===== src/flash_cmd_defs.vh =====
// Opcode, protocol and address width constants for the serial flash command front end
`ifndef FLASH_CMD_DEFS_VH
`define FLASH_CMD_DEFS_VH
// Read opcodes, 3-byte and 4-byte forms
`define OP_READ3 8'h03
`define OP_READ4 8'h13
`define OP_FAST3 8'h0B
`define OP_FAST4 8'h0C
`define OP_DOUT3 8'h3B
`define OP_DOUT4 8'h3C
`define OP_DIO3 8'hBB
`define OP_DIO4 8'hBC
`define OP_QOUT3 8'h6B
`define OP_QOUT4 8'h6C
`define OP_QIO3 8'hEB
`define OP_QIO4 8'hEC
`define OP_QWORD 8'hE7
`define OP_DTR3 8'h0D
`define OP_DTR4 8'h0E
`define OP_DTR_DOUT 8'h3D
`define OP_DTR_DIO3 8'hBD
`define OP_DTR_DIO4 8'hBE
`define OP_DTR_QOUT 8'h6D
`define OP_DTR_QIO3 8'hED
`define OP_DTR_QIO4 8'hEE
// Write latch opcodes
`define OP_WREN 8'h06
`define OP_WRDI 8'h04
// Protocol codes
`define PROTO_EXT 2'h0
`define PROTO_DUAL 2'h1
`define PROTO_QUAD 2'h2
// Address widths in bits
`define ADDR_BITS3 6'h18
`define ADDR_BITS4 6'h20
`endif


===== src/flash_cmd.v =====
// Serial flash command front end: read decode, address capture, write enable latch
//
// What this block does
// - Decode 03h/13h as read and 0Bh/0Ch as fast read, 3/4-byte.
// - Decode 3Bh/3Ch dual output and BBh/BCh dual I/O fast reads.
// - Decode 6Bh/6Ch quad output, EBh/ECh quad I/O, E7h quad word read.
// - Decode 0Dh/0Eh DTR fast read, 3Dh, BDh and BEh DTR dual reads.
// - Decode 6Dh DTR quad output, EDh/EEh DTR quad I/O reads.
// - 4-byte forms accept a full 32-bit address.
// - Plain reads pick 3/4-byte address from the addr4_cfg configuration input.
// - Single-rate address bits are captured on the rising serial clock edge.
// - Read starts anywhere; address increments after every data byte.
// - Dedicated 4-byte opcodes ignore addr4_cfg; dedicated DTR opcodes ignore dtr_cfg.
// - Other reads use 4-byte or DTR only when configured.
// - Latch opcodes travel on 1, 2 or 4 lines per protocol.
// - Latch opcode without immediate deselect is not executed; latch stays.
// - Write enable sets the write enable latch.
// - Write disable clears the latch unless a protection error holds it.
// - Write enable is 06h, write disable 04h.
// - Dummy clock count comes from configuration settings.
`timescale 1ns/10ps
`include "flash_cmd_defs.vh"

module flash_cmd
(
   // Clock and reset
   input wire clk,
   input wire sys_rst,
   // Serial link pins
   input wire sclk,
   input wire sel_n,
   input wire [3:0] serial_data_lines,
   // Configuration
   input wire [1:0] proto,
   input wire addr4_cfg,
   input wire dtr_cfg,
   input wire [3:0] dummy_clocks,
   input wire prot_err,
   input wire clr_flag,
   // Data output handshake from the array side
   input wire byte_done,
   // Status and read outputs
   output reg wel,
   output reg read_active,
   output reg data_phase,
   output reg [31:0] read_addr,
   output reg [4:0] read_kind,
   output reg cmd_ignored
);

   // Sequencer states
   localparam ST_OPC = 3'h0;
   localparam ST_ADDR = 3'h1;
   localparam ST_DUMMY = 3'h2;
   localparam ST_DATA = 3'h3;
   localparam ST_WAIT = 3'h4;
   localparam ST_IGN = 3'h5;
   // The sequencer walks opcode, address, dummy and data phases in order.
   // Any deselect seen through the synchroniser drops it back to the opcode
   // phase from wherever it stands, so a host may abandon a frame at any
   // point without leaving stale state behind. A latch opcode does not act
   // at its eighth bit: it waits in its own state for the deselect, because
   // a further clock edge inside the frame must cancel it. Unknown opcodes
   // park in their own state so nothing that follows in the frame can be
   // taken for an address or a new opcode.

   // Two-flop synchronisers; the first stage feeds only the second
   reg [5:0] sync1_reg;
   reg [5:0] sync2_reg;
   reg sclk_old_reg;
   reg [2:0] state_reg;
   reg [7:0] opc_reg;
   reg [3:0] opc_cnt_reg;
   reg [5:0] addr_left_reg;
   reg [2:0] lanes_reg;
   reg dtr_reg;
   reg [3:0] dummy_reg;
   reg latch_cmd_reg;
   reg [7:0] latch_op_reg;
   // Set when the address completes: the next falling edge still closes the
   // last address clock and must not be counted as a dummy clock
   reg skip_reg;

   wire sclk_s = sync2_reg[5];
   wire sel_s = sync2_reg[4];
   wire [3:0] dq_s = sync2_reg[3:0];
   wire rise = sclk_s & ~sclk_old_reg;
   wire fall = ~sclk_s & sclk_old_reg;
   wire [2:0] op_lanes = (proto == `PROTO_QUAD) ? 3'h4 :
                         (proto == `PROTO_DUAL) ? 3'h2 : 3'h1;

   // Shift lanes of input into a byte or address, widest first
   function [31:0] shift_in;
      input [31:0] cur;
      input [2:0] n;
      input [3:0] d;
      begin
         case (n)
            3'h4: shift_in = {cur[27:0], d};
            3'h2: shift_in = {cur[29:0], d[1:0]};
            default: shift_in = {cur[30:0], d[0]};
         endcase
      end
   endfunction

   // Read decode: {known, addr4_fixed, dtr_fixed, addr_lanes(3)}
   // Plain reads take their address lanes from the protocol, the I/O forms
   // force two or four lanes. The fixed bits mark opcodes whose address width
   // or rate ignores the configuration inputs; the others follow the
   // configuration only when it is enabled.
   function [5:0] decode;
      input [7:0] op;
      input [2:0] pl;
      begin
         case (op)
            `OP_READ3, `OP_FAST3, `OP_DOUT3, `OP_QOUT3: decode = {3'b100, pl};
            `OP_READ4, `OP_FAST4, `OP_DOUT4, `OP_QOUT4: decode = {3'b110, pl};
            `OP_DIO3: decode = {3'b100, 3'h2};
            `OP_DIO4: decode = {3'b110, 3'h2};
            `OP_QIO3, `OP_QWORD: decode = {3'b100, 3'h4};
            `OP_QIO4: decode = {3'b110, 3'h4};
            `OP_DTR3, `OP_DTR_DOUT, `OP_DTR_QOUT: decode = {3'b101, pl};
            `OP_DTR4: decode = {3'b111, pl};
            `OP_DTR_DIO3: decode = {3'b101, 3'h2};
            `OP_DTR_DIO4: decode = {3'b111, 3'h2};
            `OP_DTR_QIO3: decode = {3'b101, 3'h4};
            `OP_DTR_QIO4: decode = {3'b111, 3'h4};
            default: decode = 6'h00;
         endcase
      end
   endfunction

   // The opcode view of the pins one edge ahead, so the decision can be made
   // on the same clock as the eighth bit. The helper works on a full word;
   // only the low byte is the opcode.
   wire [31:0] opc_word = shift_in({24'h000000, opc_reg}, op_lanes, dq_s);
   wire [7:0] opc_now = opc_word[7:0];
   wire [5:0] dec = decode(opc_now, op_lanes);
   wire use4 = dec[4] | addr4_cfg;
   wire use_dtr = dec[3] | dtr_cfg;
   wire [5:0] abits = use4 ? `ADDR_BITS4 : `ADDR_BITS3;
   wire [3:0] opc_bits = {1'b0, op_lanes} + opc_cnt_reg;
   wire addr_edge = rise | (dtr_reg & fall);
   wire [5:0] addr_step = {3'h0, lanes_reg};

   // Synchronise the link pins
   // Clock, select and data share one synchroniser so they keep the same lag
   // and the data seen at a detected edge is the data that stood at that
   // edge. The trade-off is a link clock limited to a few system clocks per
   // half period. Reset holds select high so no false frame start follows.
   // The edge detector resets to the idle low level of the link clock.
   always @(posedge clk)
   begin
      if (sys_rst)
      begin
         sync1_reg <= 6'h10;
         sync2_reg <= 6'h10;
         sclk_old_reg <= 1'b0;
      end
      else
      begin
         sync1_reg <= {sclk, sel_n, serial_data_lines};
         sync2_reg <= sync1_reg;
         sclk_old_reg <= sclk_s;
      end
   end

   // Command sequencer and write enable latch
   // The latch only changes while deselected, except for a flag clear: this
   // keeps a half-sent opcode from touching it. When a latch opcode executes
   // at the same deselect as a flag clear, the opcode wins; the clear acts
   // again on the next cycle if it is still held. A protection error only
   // blocks the disable, never the enable.
   // Read outputs stand until the deselect is seen, which lets the array
   // side finish the byte it is shifting out.
   always @(posedge clk)
   begin
      if (sys_rst)
      begin
         state_reg <= ST_OPC;
         opc_reg <= 8'h00;
         opc_cnt_reg <= 4'h0;
         addr_left_reg <= 6'h00;
         lanes_reg <= 3'h1;
         dtr_reg <= 1'b0;
         dummy_reg <= 4'h0;
         latch_cmd_reg <= 1'b0;
         latch_op_reg <= 8'h00;
         skip_reg <= 1'b0;
         wel <= 1'b0;
         read_active <= 1'b0;
         data_phase <= 1'b0;
         read_addr <= 32'h00000000;
         read_kind <= 5'h00;
         cmd_ignored <= 1'b0;
      end
      else if (sel_s)
      begin
         // Deselect: execute a complete latch opcode, abort any read
         if (latch_cmd_reg)
         begin
            if (latch_op_reg == `OP_WREN)
               wel <= 1'b1;
            else if (!prot_err)
               wel <= 1'b0;
         end
         else if (clr_flag)
            wel <= 1'b0;
         state_reg <= ST_OPC;
         opc_cnt_reg <= 4'h0;
         latch_cmd_reg <= 1'b0;
         read_active <= 1'b0;
         data_phase <= 1'b0;
         cmd_ignored <= 1'b0;
      end
      else
      begin
         if (clr_flag)
            wel <= 1'b0;
         case (state_reg)
            ST_OPC:
               if (rise)
               begin
                  opc_reg <= opc_now;
                  opc_cnt_reg <= opc_bits;
                  if (opc_bits == 4'h8)
                  begin
                     if (opc_now == `OP_WREN || opc_now == `OP_WRDI)
                     begin
                        latch_cmd_reg <= 1'b1;
                        latch_op_reg <= opc_now;
                        state_reg <= ST_WAIT;
                     end
                     else if (dec[5])
                     begin
                        lanes_reg <= dec[2:0];
                        dtr_reg <= use_dtr;
                        addr_left_reg <= abits;
                        read_addr <= 32'h00000000;
                        read_kind <= {use4, use_dtr, dec[2:0]};
                        read_active <= 1'b1;
                        state_reg <= ST_ADDR;
                     end
                     else
                     begin
                        cmd_ignored <= 1'b1;
                        state_reg <= ST_IGN;
                     end
                  end
               end
            ST_ADDR:
               if (addr_edge)
               begin
                  read_addr <= shift_in(read_addr, lanes_reg, dq_s);
                  addr_left_reg <= addr_left_reg - addr_step;
                  if (addr_left_reg == addr_step)
                  begin
                     dummy_reg <= dummy_clocks;
                     skip_reg <= 1'b1;
                     state_reg <= (dummy_clocks == 4'h0) ? ST_DATA : ST_DUMMY;
                     data_phase <= (dummy_clocks == 4'h0);
                  end
               end
            ST_DUMMY:
               if (fall)
               begin
                  if (skip_reg)
                     skip_reg <= 1'b0; // Closes the last address clock
                  else
                  begin
                     dummy_reg <= dummy_reg - 4'h1;
                     if (dummy_reg == 4'h1)
                     begin
                        state_reg <= ST_DATA;
                        data_phase <= 1'b1;
                     end
                  end
               end
            // The array side paces the data phase; the address only moves
            // on its byte pulse, so a slow host never loses a byte. The
            // address wraps at the top of the 32-bit space.
            ST_DATA:
               if (byte_done)
                  read_addr <= read_addr + 32'h00000001;
            ST_WAIT:
               if (rise)
                  latch_cmd_reg <= 1'b0;
            ST_IGN:
               state_reg <= ST_IGN;
            default:
               state_reg <= ST_OPC;
         endcase
      end
   end

endmodule // flash_cmd


===== config.mk =====
export PLATFORM = sky130hd
export DESIGN_NAME = flash_cmd
export DESIGN_NICKNAME = d
export VERILOG_FILES = /design/src/flash_cmd.v
export VERILOG_INCLUDE_DIRS = /design/src
export SDC_FILE = /design/constraint.sdc
export NUM_CORES = 1
export LEC_CHECK = 0
export ABC_AREA = 1
export BUFFER_PORTS_ARGS = -buffer_cell sky130_fd_sc_hd__buf_2
export CAP_MARGIN = 20
export CORE_ASPECT_RATIO = 0.6
export CORE_MARGIN = 10
export CORE_UTILIZATION = 40
export CTS_CLUSTER_DIAMETER = 50
export DETAILED_ROUTE_END_ITERATION = 8
export GPL_ROUTABILITY_DRIVEN = 0
export SLEW_MARGIN = 15
export SYNTH_ARGS = -nofsm -noshare
export SYNTH_HDL_FRONTEND = slang
export SYNTH_SLANG_ARGS = --single-unit

===== constraint.sdc =====
create_clock -name clk -period 2.87 [get_ports clk]
set_input_delay 0.4305 -clock clk [delete_from_list [all_inputs] [get_ports clk]]
set_output_delay 0.4305 -clock clk [all_outputs]
set_load 0.1 [all_outputs]

After elaboration in Yosys (flattened, before gate mapping):

Index checks and enable logic that the tools add are counted.
W data, S select, Z words.

* flip-flop bits (word level): 92
* input bits: 19
* output and inout bits: 41
* word-level logic and storage cells: 167

* $add $sub $neg: 4
* equality and inequality tests: 51
* muxes and demuxes: 55
* bitwise logic cells: 12
* reductions and logical operators: 26

Operators by type and width (number)
* $mux W32: 6
* $pmux W32 S3: 1
* $eq A8 B8 Y1 const B: 9
* $pmux W6 S12: 1
* $pmux W32 S2: 1
* $mux W6: 6
* $add A32 B1 Y32 const B: 1
* $eq A8 B4 Y1 const B: 4
* $mux W3: 10
* $reduce_and A5 Y1: 5
* $eq A8 B3 Y1 const B: 3
* $eq A8 B6 Y1 const B: 3
* $eq A8 B7 Y1 const B: 3
* $ne A2 B2 Y1 const B: 12
* $mux W1: 18
* $reduce_and A6 Y1: 3
* $mux W4: 4
* $pmux W8 S2: 1
* $reduce_and A8 Y1: 2
* $pmux W3 S5: 1
* $eq A3 B2 Y1 const B: 4
* $eq A3 B3 Y1 const B: 4
* $pmux W6 S2: 1
* $eq A8 B2 Y1 const B: 1
* other kinds (28): 44

Longest topological paths before layout:

Gate-level depths: netlist of the first run.

* word-level depth: 15
* depth in mapped cells: 20
* mapped depth without buffers: 18

Least setup slack after synthesis of the first run:

Ideal clock, no wire load.

* path kind: input port to flip-flop
* start point: input port proto[0]
* end point: register read_addr[30]
* library setup time: 113 ps
* data arrival time: 2805 ps
* data required time: 2757 ps
* path slack: -48 ps
* stages on the path: 15
* cell sequence: inv_1 -> ha_1 -> ha_1 -> inv_1 -> fa_1 -> xnor2_1 -> nor3b_1 -> nand2_1 -> nand2_1 -> o21ai_1 -> nor2_1 -> nand3_4 -> buf_4 -> nor2_1 -> nor2_1

* longest elaborated chain between the ends: 10

RTL lines
* start: declaration: RTL line flash_cmd.v:34 `input wire [1:0] proto,`
* $eq A2 B1 Y1 (no line)
* $mux W2: RTL line flash_cmd.v:90 `` (proto == `PROTO_DUAL) ? 3'h2 : 3'h1; ``
* $mux W3 *: RTL line flash_cmd.v:89 `` wire [2:0] op_lanes = (proto == `PROTO_QUAD) ? 3'h4 : ``
* $eq A3 B2 Y1 / $eq A3 B3 Y1 (equally long branches): RTL line flash_cmd.v:98 `case (n)`
* $pmux W8 S2: RTL line flash_cmd.v:98
* $eq A8 B5 Y1, or another cell as far along: RTL line flash_cmd.v:115 `case (op)`
* $reduce_or A4 Y1, or another cell as far along: RTL line flash_cmd.v:115
* $pmux W6 S12: RTL line flash_cmd.v:115
* $ne A2 B2 Y1 (no line)
* $reduce_and A8 Y1 (no line) *
* end signal: assignment: RTL line flash_cmd.v:254 `read_addr <= shift_in(read_addr, lanes_reg, dq_s);`
* end signal: assignment: RTL line flash_cmd.v:284 `read_addr <= read_addr + 32'h00000001;`
* end: declaration: RTL line flash_cmd.v:46 `output reg [31:0] read_addr,`

Mark *: on every way between the ends. The rest lies on a longest branch, timed or not.
A chain may end at the register's enable or synchronous reset.

Final worst setup path of the first run:

* start point: input port proto[0]
* end point: register read_addr[17]

The elaborated chain is that of the path after synthesis.

==> flow_summary.yaml, run 1 <==
finish:
  multiInputGateArea_sq_um: 3809
  nets: 1170
  diodes: 0
  final_cells: 1344
  final_common_cell: "nand2_1"
  regArea_sq_um: 1782
  layout_common_cells: "nand2_1, nor2_1, inv_1"
  area_delta_synth_final_pct: 19.94
  fillCellCount: 1620
  largest_register_ffs: 32
  final_util_pct: 49.05
  final_design_area_no_fill_sq_um: 7540
  drive_gt1_share_pct: 17.18
die:
  design.die.area_sq_um: 21290
  core-area_sq_um: 15370
  rows: 35
  die_w_um: 181.8
  ioPinCount: 60
  die_h_um: 117.1
  start_util_pct: 40.90
synthesis:
  synth_top_area_share_pct: 28.34
  synth_top_flop_cell: "dfxtp_1"
  synth_compound_area_share_pct: 15.49
  syn_nets: 1080
  netlist_instances: 1046
  synth_xor_area_share_pct: 1.951
  synth_top_family_by_area: "simple AND/OR/NAND/NOR gates"
  async_reset_ff_share_pct: 0
  synth_edf_count: 0
  ys_ff_latch: 89
  synth.area.mux_share_pct: 0
  synth.largest_area_cell: "dfxtp_1"
  syn-cell-area_sq_um: 6286
  synth.area.top_cells: "dfxtp_1, nand2_1, nor2_1"
  yosysWarnings: 0
  ys_seq_area_share_pct: 28.34
  syn_avg_cell_area_sq_um: 6.010
  synth_adder_area_share_pct: 3.225
  yosysUniqueCellTypes: 42
  yosys.area_share.simple_pct: 38.89
global_routing:
  grt_max_degree: 31
  grt_util_all_layers_pct: 19.26
  overflow: 0
  antenna_found_initial: 0
  grt_pass1_vias: 6310
  grt_pass1_wl_um: 33820
worst_setup_path:
  cp_common_cell: "nand2_1"
  critPathKind: "input port to register"
  path_max_fanout: 18
  slowest_delay_ps: 280
  slowest_stage: "clkbuf_16"
  start_kind: "input port"
  cp-end-kind: "register"
  path_cells: "buf_2, inv_1, ha_4, buf_4, inv_4, buf_4, nand3_1, nand2_1, nand2_2, nor2_4, nand2_1, nand2_1, nand2_1, nand2_2, nor2_4, nand3_4, nand3_4, clkbuf_16, nand2_1, inv_2, nor2_1"
  cp_data_required_time_ps: 3160
  arrival_ps: 3000
routing:
  drt_first_iter_violations: 867
  dr.pass1.iters: 5
  via_count: 7060
  drc: 0
  routed_wl_um: 21340
  ant_nets: 0
  via_per_inst: 5.253
  wl_per_cell_um: 15.88
cts:
  hold_buffers: 0
  clockRootBuffer: "clkbuf_16"
  clock_latency_ps: 350
  cts_sinks: 89
  clk_path_buf_depth: 2
  cts_tree: "built"
  htreeDepth: 3
  cts_buffers: 9
  clk_pin_slew_worst_paths_ps: 80
placed_design:
  placed_cells: 1321
  place_ws_ps: -230.9
  placed_cell_area_sq_um: 7052
  io_buffers: 59
  dp_hpwl_um: 15740
timing:
  fin_worst_skew_ps: 14.62
  rsz0062_at_grt: "no"
  slew_viol_final: 0
  worst_hold_slack_ps: 258.2
  worst_pin_slew_ps: 787.4
  timing.slew.headroom_pct: 47.18
  fmax_ghz: 0.3686
  finalSetupViolCount: 0
  finalCritPeriodShare_pct: 94.54
  period_needed_ps: 2713
  setup_slack_ps: 156.7
  final_hold_viol_count: 0
  tns_ps: 0
run:
  drv_cap: 0
power_and_ir_drop:
  p_per_area_nw_per_um2: 359.7
  p_leak_nw: 3.506
  finalPower_mw: 2.712
  ir_drop_uv: 231.2
min_path:
  hold_path.class: "input port to register"
status:
  outcome: "finished, final reports clean"
==> final timing paths <==
kind,from,to,slack (ps),depth (start not counted)
setup reg to reg,opc_cnt_reg[0],read_addr[17],330,14
hold reg to reg,sync1_reg[3],sync2_reg[3],400,2
hold / removal,sel_n,sync1_reg[4],260,2
setup / recovery,proto[0],read_addr[17],160,21
==> power by group <==
part,switching (mW),leakage (nW),internal (mW)
Clock,0.618,0.151,0.626
Sequential,0.00877,0.719,1.24
Combinational,0.137,2.64,0.0804
==> metal layers <==
| metal | vias to the layer above | global-route usage [%] | wire, um |
|---|---|---|---|
| met1 | 3153 | 30.84 | 11210 |
| met2 | 347 | 24.67 | 7380 |
| met5 | - | 0 | 0 |
| met3 | 8 | 4.851 | 2661 |
| li1 | 3552 | - | - |
| met4 | 0 | 2.536 | 90 |
==> cell type report <==
class	instances	share of cell area, %
multi-input cells	768	50.51
flip-flops and latches	89	23.63
repair buffers	117	10.84
inverters	151	7.551
well taps	203	3.369
clock buffers	9	2.987
clock inverters	7	1.112
==> synth_stat cells, drive strengths merged, types with 2 or more instances <==
cell type / instances
or2: 12
o211ai: 8
xnor2: 2
nor3: 21
nor4: 4
inv: 150
nor2: 183
o22ai: 30
ha: 13
xor2: 12
buf: 13
nand2: 268
a211oi: 3
o22a: 2
fa: 2
nand4: 34
o31ai: 4
a21oi: 49
nand3: 38
clkbuf: 25
nor3b: 6
a31oi: 6
a41oi: 2
o21ai: 66
dfxtp: 89
==> critical path, delay by kind of cell <==
kind	cells	cell delay, ps
adder cells (fa/ha/maj)	1	230
AND/OR/NAND/NOR	13	1350
buffers and inverters	7	1000
==> kinds of logic after synthesis <==
family                   count (synthesis)
AO/OA/AOI/OAI                          173
XOR/XNOR                                14
adder cells (fa/ha/maj)                 15
buffers and inverters                  189
flip-flops                              89
AND/OR/NAND/NOR                        566
==> what timing repair did <==
| action | 4_1_cts | 5_1_grt |
|---|---|---|
| gates resized for setup | 0 | 18 |
| endpoints found under the setup margin | 0 | 38 |
| buffers inserted | 0 | 2 |
| endpoints found under the hold margin | 0 | 0 |
Power figures use the tool's default switching activity.
==> inputs of run 2 (changes only) <==
--- a/config.mk
+++ b/config.mk
@@ -15,6 +15,7 @@
 export CTS_CLUSTER_DIAMETER = 50
 export DETAILED_ROUTE_END_ITERATION = 8
 export GPL_ROUTABILITY_DRIVEN = 0
+export REMOVE_ABC_BUFFERS = 1
 export SLEW_MARGIN = 15
 export SYNTH_ARGS = -nofsm -noshare
 export SYNTH_HDL_FRONTEND = slang
==> constraint.sdc (replaced) <==
create_clock -name clk -period 2.32 [get_ports clk]
set_input_delay 0.348 -clock clk [delete_from_list [all_inputs] [get_ports clk]]
set_output_delay 0.348 -clock clk [all_outputs]
set_load 0.05 [all_outputs]
==> run 2 against run 1 <==
  * The flow now finishes with violations (setup timing)
  * Register-to-register slack lost 420 ps
  * Flip-flop and latch count is the same
  * Global-route usage grew 0.68 points
  * Largest cell class unchanged
  * Largest power group unchanged
==> flow_summary.yaml, run 2 (synthesis gave the netlist of run 1 again) <==
status:
  outcome: "complete, but fails checks"
  violations: "setup timing"
min_path:
  hold_path_end: "sync1_reg[4]"
  worstHoldStart: "sel_n"
  hold_depth: 2
  hold_path.class: "input port to register"
cts:
  clk_pin_slew_worst_paths_ps: 80
  cts_sinks: 89
  clockRootBuffer: "clkbuf_16"
  cts_buffers: 9
  htreeDepth: 3
  hold_buffers: 0
  clock_latency_ps: 350
  clk_path_buf_depth: 2
  cts_tree: "built"
worst_setup_path:
  path_cells: "buf_8, inv_4, ha_4, ha_4, inv_2, fa_2, nor3b_4, nand2_2, nand2_2, o21ai_2, nor2_1, buf_4, nand3_4, buf_4, buf_8, nand2_2, nand2_1, nor2_1"
  start_kind: "input port"
  r2r_slack_ps: -90
  path_max_fanout: 7
  cp-end-kind: "register"
  critPathKind: "input port to register"
  slowest_delay_ps: 540
  worst_r2r_endpoint: "read_addr[21]"
  r2r_cells: 15
  slowest_stage: "fa_2"
  cp_data_required_time_ps: 2610
  r2r-start: "opc_cnt_reg[0]"
  arrival_ps: 2720
  cp_common_cell: "nand2_2"
global_routing:
  overflow: 0
  grt_pass1_vias: 6482
  grt_max_degree: 54
  grt_util_all_layers_pct: 19.94
  grt_pass1_wl_um: 34480
  antenna_found_initial: 0
run:
  drv_cap: 0
die:
  ioPinCount: 60
  core-area_sq_um: 15370
  die_w_um: 181.8
  die_h_um: 117.1
  design.die.area_sq_um: 21290
  rows: 35
  start_util_pct: 40.90
routing:
  via_per_inst: 5.247
  drc: 0
  wl_per_cell_um: 16.23
  via_count: 7235
  drt_first_iter_violations: 706
  ant_nets: 0
  routed_wl_um: 22390
  dr.pass1.iters: 5
timing:
  rsz0062_at_grt: "yes"
  setup_slack_ps: -102.7
  finalSetupViolCount: 43
  slew_viol_final: 0
  fin_worst_skew_ps: 8.347
  final_hold_viol_count: 0
  worst_hold_slack_ps: 171.4
  finalCritPeriodShare_pct: 104.4
  period_needed_ps: 2423
  worst_pin_slew_ps: 594.4
  fmax_ghz: 0.4128
  timing.slew.headroom_pct: 60.33
power_and_ir_drop:
  p_leak_nw: 3.779
  ir_drop_uv: 333.8
  p_per_area_nw_per_um2: 419.1
finish:
  drive_gt1_share_pct: 24.83
  area_delta_synth_final_pct: 30.97
  nets: 1205
  diodes: 0
  final_design_area_no_fill_sq_um: 8233
  final_common_cell: "nand2_1"
  fillCellCount: 1566
  largest_register_ffs: 32
  final_util_pct: 53.56
  layout_common_cells: "nand2_1, nor2_1, inv_1"
placed_design:
  io_buffers: 59
  dp_hpwl_um: 15510
  place_ws_ps: -614.8
  placed_cell_area_sq_um: 7257
run 2: final cells by class:
cell class	count	area, sq um	area share [%]
Sequential cell	89	1783	21.66
Clock buffer	9	225.2	2.736
Inverter	151	574.3	6.976
Timing Repair Buffer	152	1206	14.65
Tap cell	203	254.0	3.085
Clock inverter	7	83.83	1.018
Multi-Input combinational cell	768	4106	49.88
run 2: layer usage:
metal / wire (um) / vias to the layer above / share of wire (%) / global-route usage (%)
li1: - / 3634 / - / -
met1: 11450 / 3269 / 51 / 30.37
met3: 2428 / 13 / 11 / 6.325
met2: 8346 / 319 / 37 / 26.11
met4: 159 / 0 / 0.71 / 3.778
met5: 0 / - / 0 / 0
run 2: report_power, final:
part	total [mW]	leakage, nW	switching [mW]	internal (mW)
Clock	1.55	0.151	0.773	0.776
Combinational	0.355	2.91	0.200	0.154
Sequential	1.55	0.720	0.00944	1.54
Total	3.45	3.78	0.983	2.47
run 2: how the worst max path moves through the flow:
| stage | cells after the start | to | startpoint |
|---|---|---|---|
| global route | 16 | read_addr[11] | opc_cnt_reg[0] |
| finish | 18 | read_addr[21] | proto[0] |
| floorplan | 14 | read_addr[29] | proto[0] |
| global placement | 19 | read_addr[7] | proto[0] |
| detailed placement | 17 | read_addr[29] | proto[0] |
| CTS | 19 | read_addr[10] | proto[0] |
run 2: stage by stage:
step / total power [mW] / TNS, ps / cells
after floorplan: 1.729 / -44350 / 1008
after global placement: 1.859 / -25880 / 1342
after detailed placement: 1.860 / -29330 / 1342
after CTS: 3.421 / -3176 / 1371
after global routing: 3.556 / -10550 / 1379
final: 3.451 / -2775 / 1379
run 2: worst max-delay path: cells and delay by family:
kind / cells / cell delay (ps)
buffers and inverters: 6 / 570
and+or+nand+nor: 8 / 790
AOI/OAI and AO/OA: 1 / 60
adders and majority gates: 3 / 950
run 2: timing repair:
item,in CTS,in global routing
setup endpoints to repair,46,60
gates resized for setup,45,72
pin swaps,19,26
gates cloned,3,3
buffers inserted,12,7
==> inputs of run 3 (changes only) <==
--- a/config.mk
+++ b/config.mk
@@ -15,6 +15,7 @@
 export CTS_CLUSTER_DIAMETER = 50
 export DETAILED_ROUTE_END_ITERATION = 8
 export GPL_ROUTABILITY_DRIVEN = 0
+export PLACE_DENSITY = 0.58
 export REMOVE_ABC_BUFFERS = 1
 export SLEW_MARGIN = 15
 export SYNTH_ARGS = -nofsm -noshare
==> run 3 against run 2 <==
  * The run still ends with setup timing left
  * Hold slack better by 4.1 ps
  * Via count is 0.97% lower
  * Worst setup slack gained 15 ps
  * Register-to-register slack about the same
  * Core utilization rose by 0.46 points
  * Global-route usage barely moved
  * Die area unchanged
==> flow_summary.yaml, run 3 (synthesis gave the netlist of run 1 again) <==
status:
  outcome: "complete, but fails checks"
  violations: "setup timing"
worst_setup_path:
  start_kind: "register"
  r2r_cells: 14
  cp_common_cell: "nor2_1"
  slowest_delay_ps: 540
  slowest_stage: "fa_2"
  path_cells: "ha_4, inv_2, fa_2, nor3b_4, nand2_2, nand2_4, o21ai_2, nor2_1, buf_4, nand3_4, buf_12, buf_12, nor2_1, nor2_1"
  path_max_fanout: 8
  critPathKind: "register to register"
  cp-end-kind: "register"
  cp_data_required_time_ps: 2570
  arrival_ps: 2660
timing:
  setup_slack_ps: -87.38
  fmax_ghz: 0.4154
  finalCritPeriodShare_pct: 103.8
  rsz0062_at_grt: "yes"
  fin_worst_skew_ps: 10.81
  finalSetupViolCount: 32
  period_needed_ps: 2407
  slew_viol_final: 0
  worst_pin_slew_ps: 598.6
  timing.slew.headroom_pct: 60.05
  final_hold_viol_count: 0
global_routing:
  grt_max_degree: 54
  use_met1_pct: 31.28
  grt_pass1_vias: 6515
  top_usage_layer: "met1"
  overflow: 0
  grt_util_all_layers_pct: 19.97
  use_met2_pct: 26.74
  antenna_found_initial: 0
  grt_pass1_wl_um: 34890
  gr-usage-met3_pct: 4.268
placed_design:
  dp_hpwl_um: 15500
  io_buffers: 59
  placed_cells: 1336
cts:
  clockRootBuffer: "clkbuf_16"
  hold_buffers: 0
  clk_path_buf_depth: 2
  cts_buffers: 9
  cts_sinks: 89
  clk_pin_slew_worst_paths_ps: 80
  clock_latency_ps: 350
  htreeDepth: 3
  cts_tree: "built"
power_and_ir_drop:
  ir_drop_uv: 317.9
  p_leak_nw: 3.715
  finalPower_mw: 3.447
  p_per_area_nw_per_um2: 415.2
routing:
  dr.pass1.iters: 5
  drt_first_iter_violations: 784
  wl_per_cell_um: 15.92
  via_per_inst: 5.222
  via_count: 7165
  routed_wl_um: 21840
  drc: 0
  ant_nets: 0
die:
  ioPinCount: 60
  core-area_sq_um: 15370
  die_w_um: 181.8
  die_h_um: 117.1
  design.die.area_sq_um: 21290
  start_util_pct: 40.90
  rows: 35
finish:
  drive_gt1_share_pct: 26.86
  largest_register_ffs: 32
  area_delta_synth_final_pct: 32.09
  nets: 1198
  layout_common_cells: "nand2_1, nor2_1, inv_1"
  final_common_cell: "nand2_1"
  fillCellCount: 1562
  final_cells: 1372
  diodes: 0
run:
  drv_cap: 0
min_path:
  hold_depth: 2
  hold_path.class: "input port to register"
-- run 3: worst paths after layout --
check	to	slack (ps)	from
setup / recovery	read_addr[29]	-90	opc_cnt_reg[0]
setup reg to reg	read_addr[29]	-90	opc_cnt_reg[0]
hold reg to reg	sync2_reg[0]	400	sync1_reg[0]
hold / removal	sync1_reg[4]	180	sel_n
-- run 3: cell type report --
| type | count | area (sq um) | share of cell area, % |
|---|---|---|---|
| flip-flops and latches | 89 | 1783 | 21.47 |
| repair buffers | 143 | 1122 | 13.52 |
| clock buffers | 9 | 225.2 | 2.712 |
| inverters | 151 | 581.8 | 7.007 |
| clock inverters | 7 | 86.33 | 1.040 |
| well taps | 203 | 254.0 | 3.059 |
| multi-input cells | 770 | 4250 | 51.19 |
-- run 3: per-stage QoR --
stage	setup slack [ps]	TNS, ps	hold WS, ps	utilization (%)	instance area, sq um
global route	-186.3	-5423	184.7	54.02	8303
floorplan	-1263	-44350	388.3	-	6092
detailed placement	-633.8	-28360	393.7	47.08	7237
CTS	-76.82	-1492	173.7	51.66	7941
finish	-87.38	-1777	175.5	54.02	8303
global placement	-537.8	-25980	389.7	47.08	7237
-- run 3: power by group --
group	total, mW	switching [mW]	internal [mW]
logic	0.357	0.209	0.148
clock network	1.54	0.769	0.774
registers	1.55	0.00871	1.54
-- run 3: routing by layer --
layer  routed length [um]  share of wire [%]
met5                    0                  0
met4                  128               0.59
met3                 1891                8.7
met2                 8319                 38
met1                11510                 53
-- run 3: timing repair --
action	4_1_cts	5_1_grt
endpoints found under the hold margin	0	0
gates resized for setup	58	94
pin swaps	15	31
buffers inserted	12	7
gates cloned	3	1
setup endpoints to repair	45	51
-- run 3: critical path: cells and delay by family (launching register included) --
kind / cells / cell delay [ps]
simple gates: 7 / 700
fa+ha+maj: 2 / 680
buf+inv: 4 / 480
flops: 1 / 370
compound gates: 1 / 60
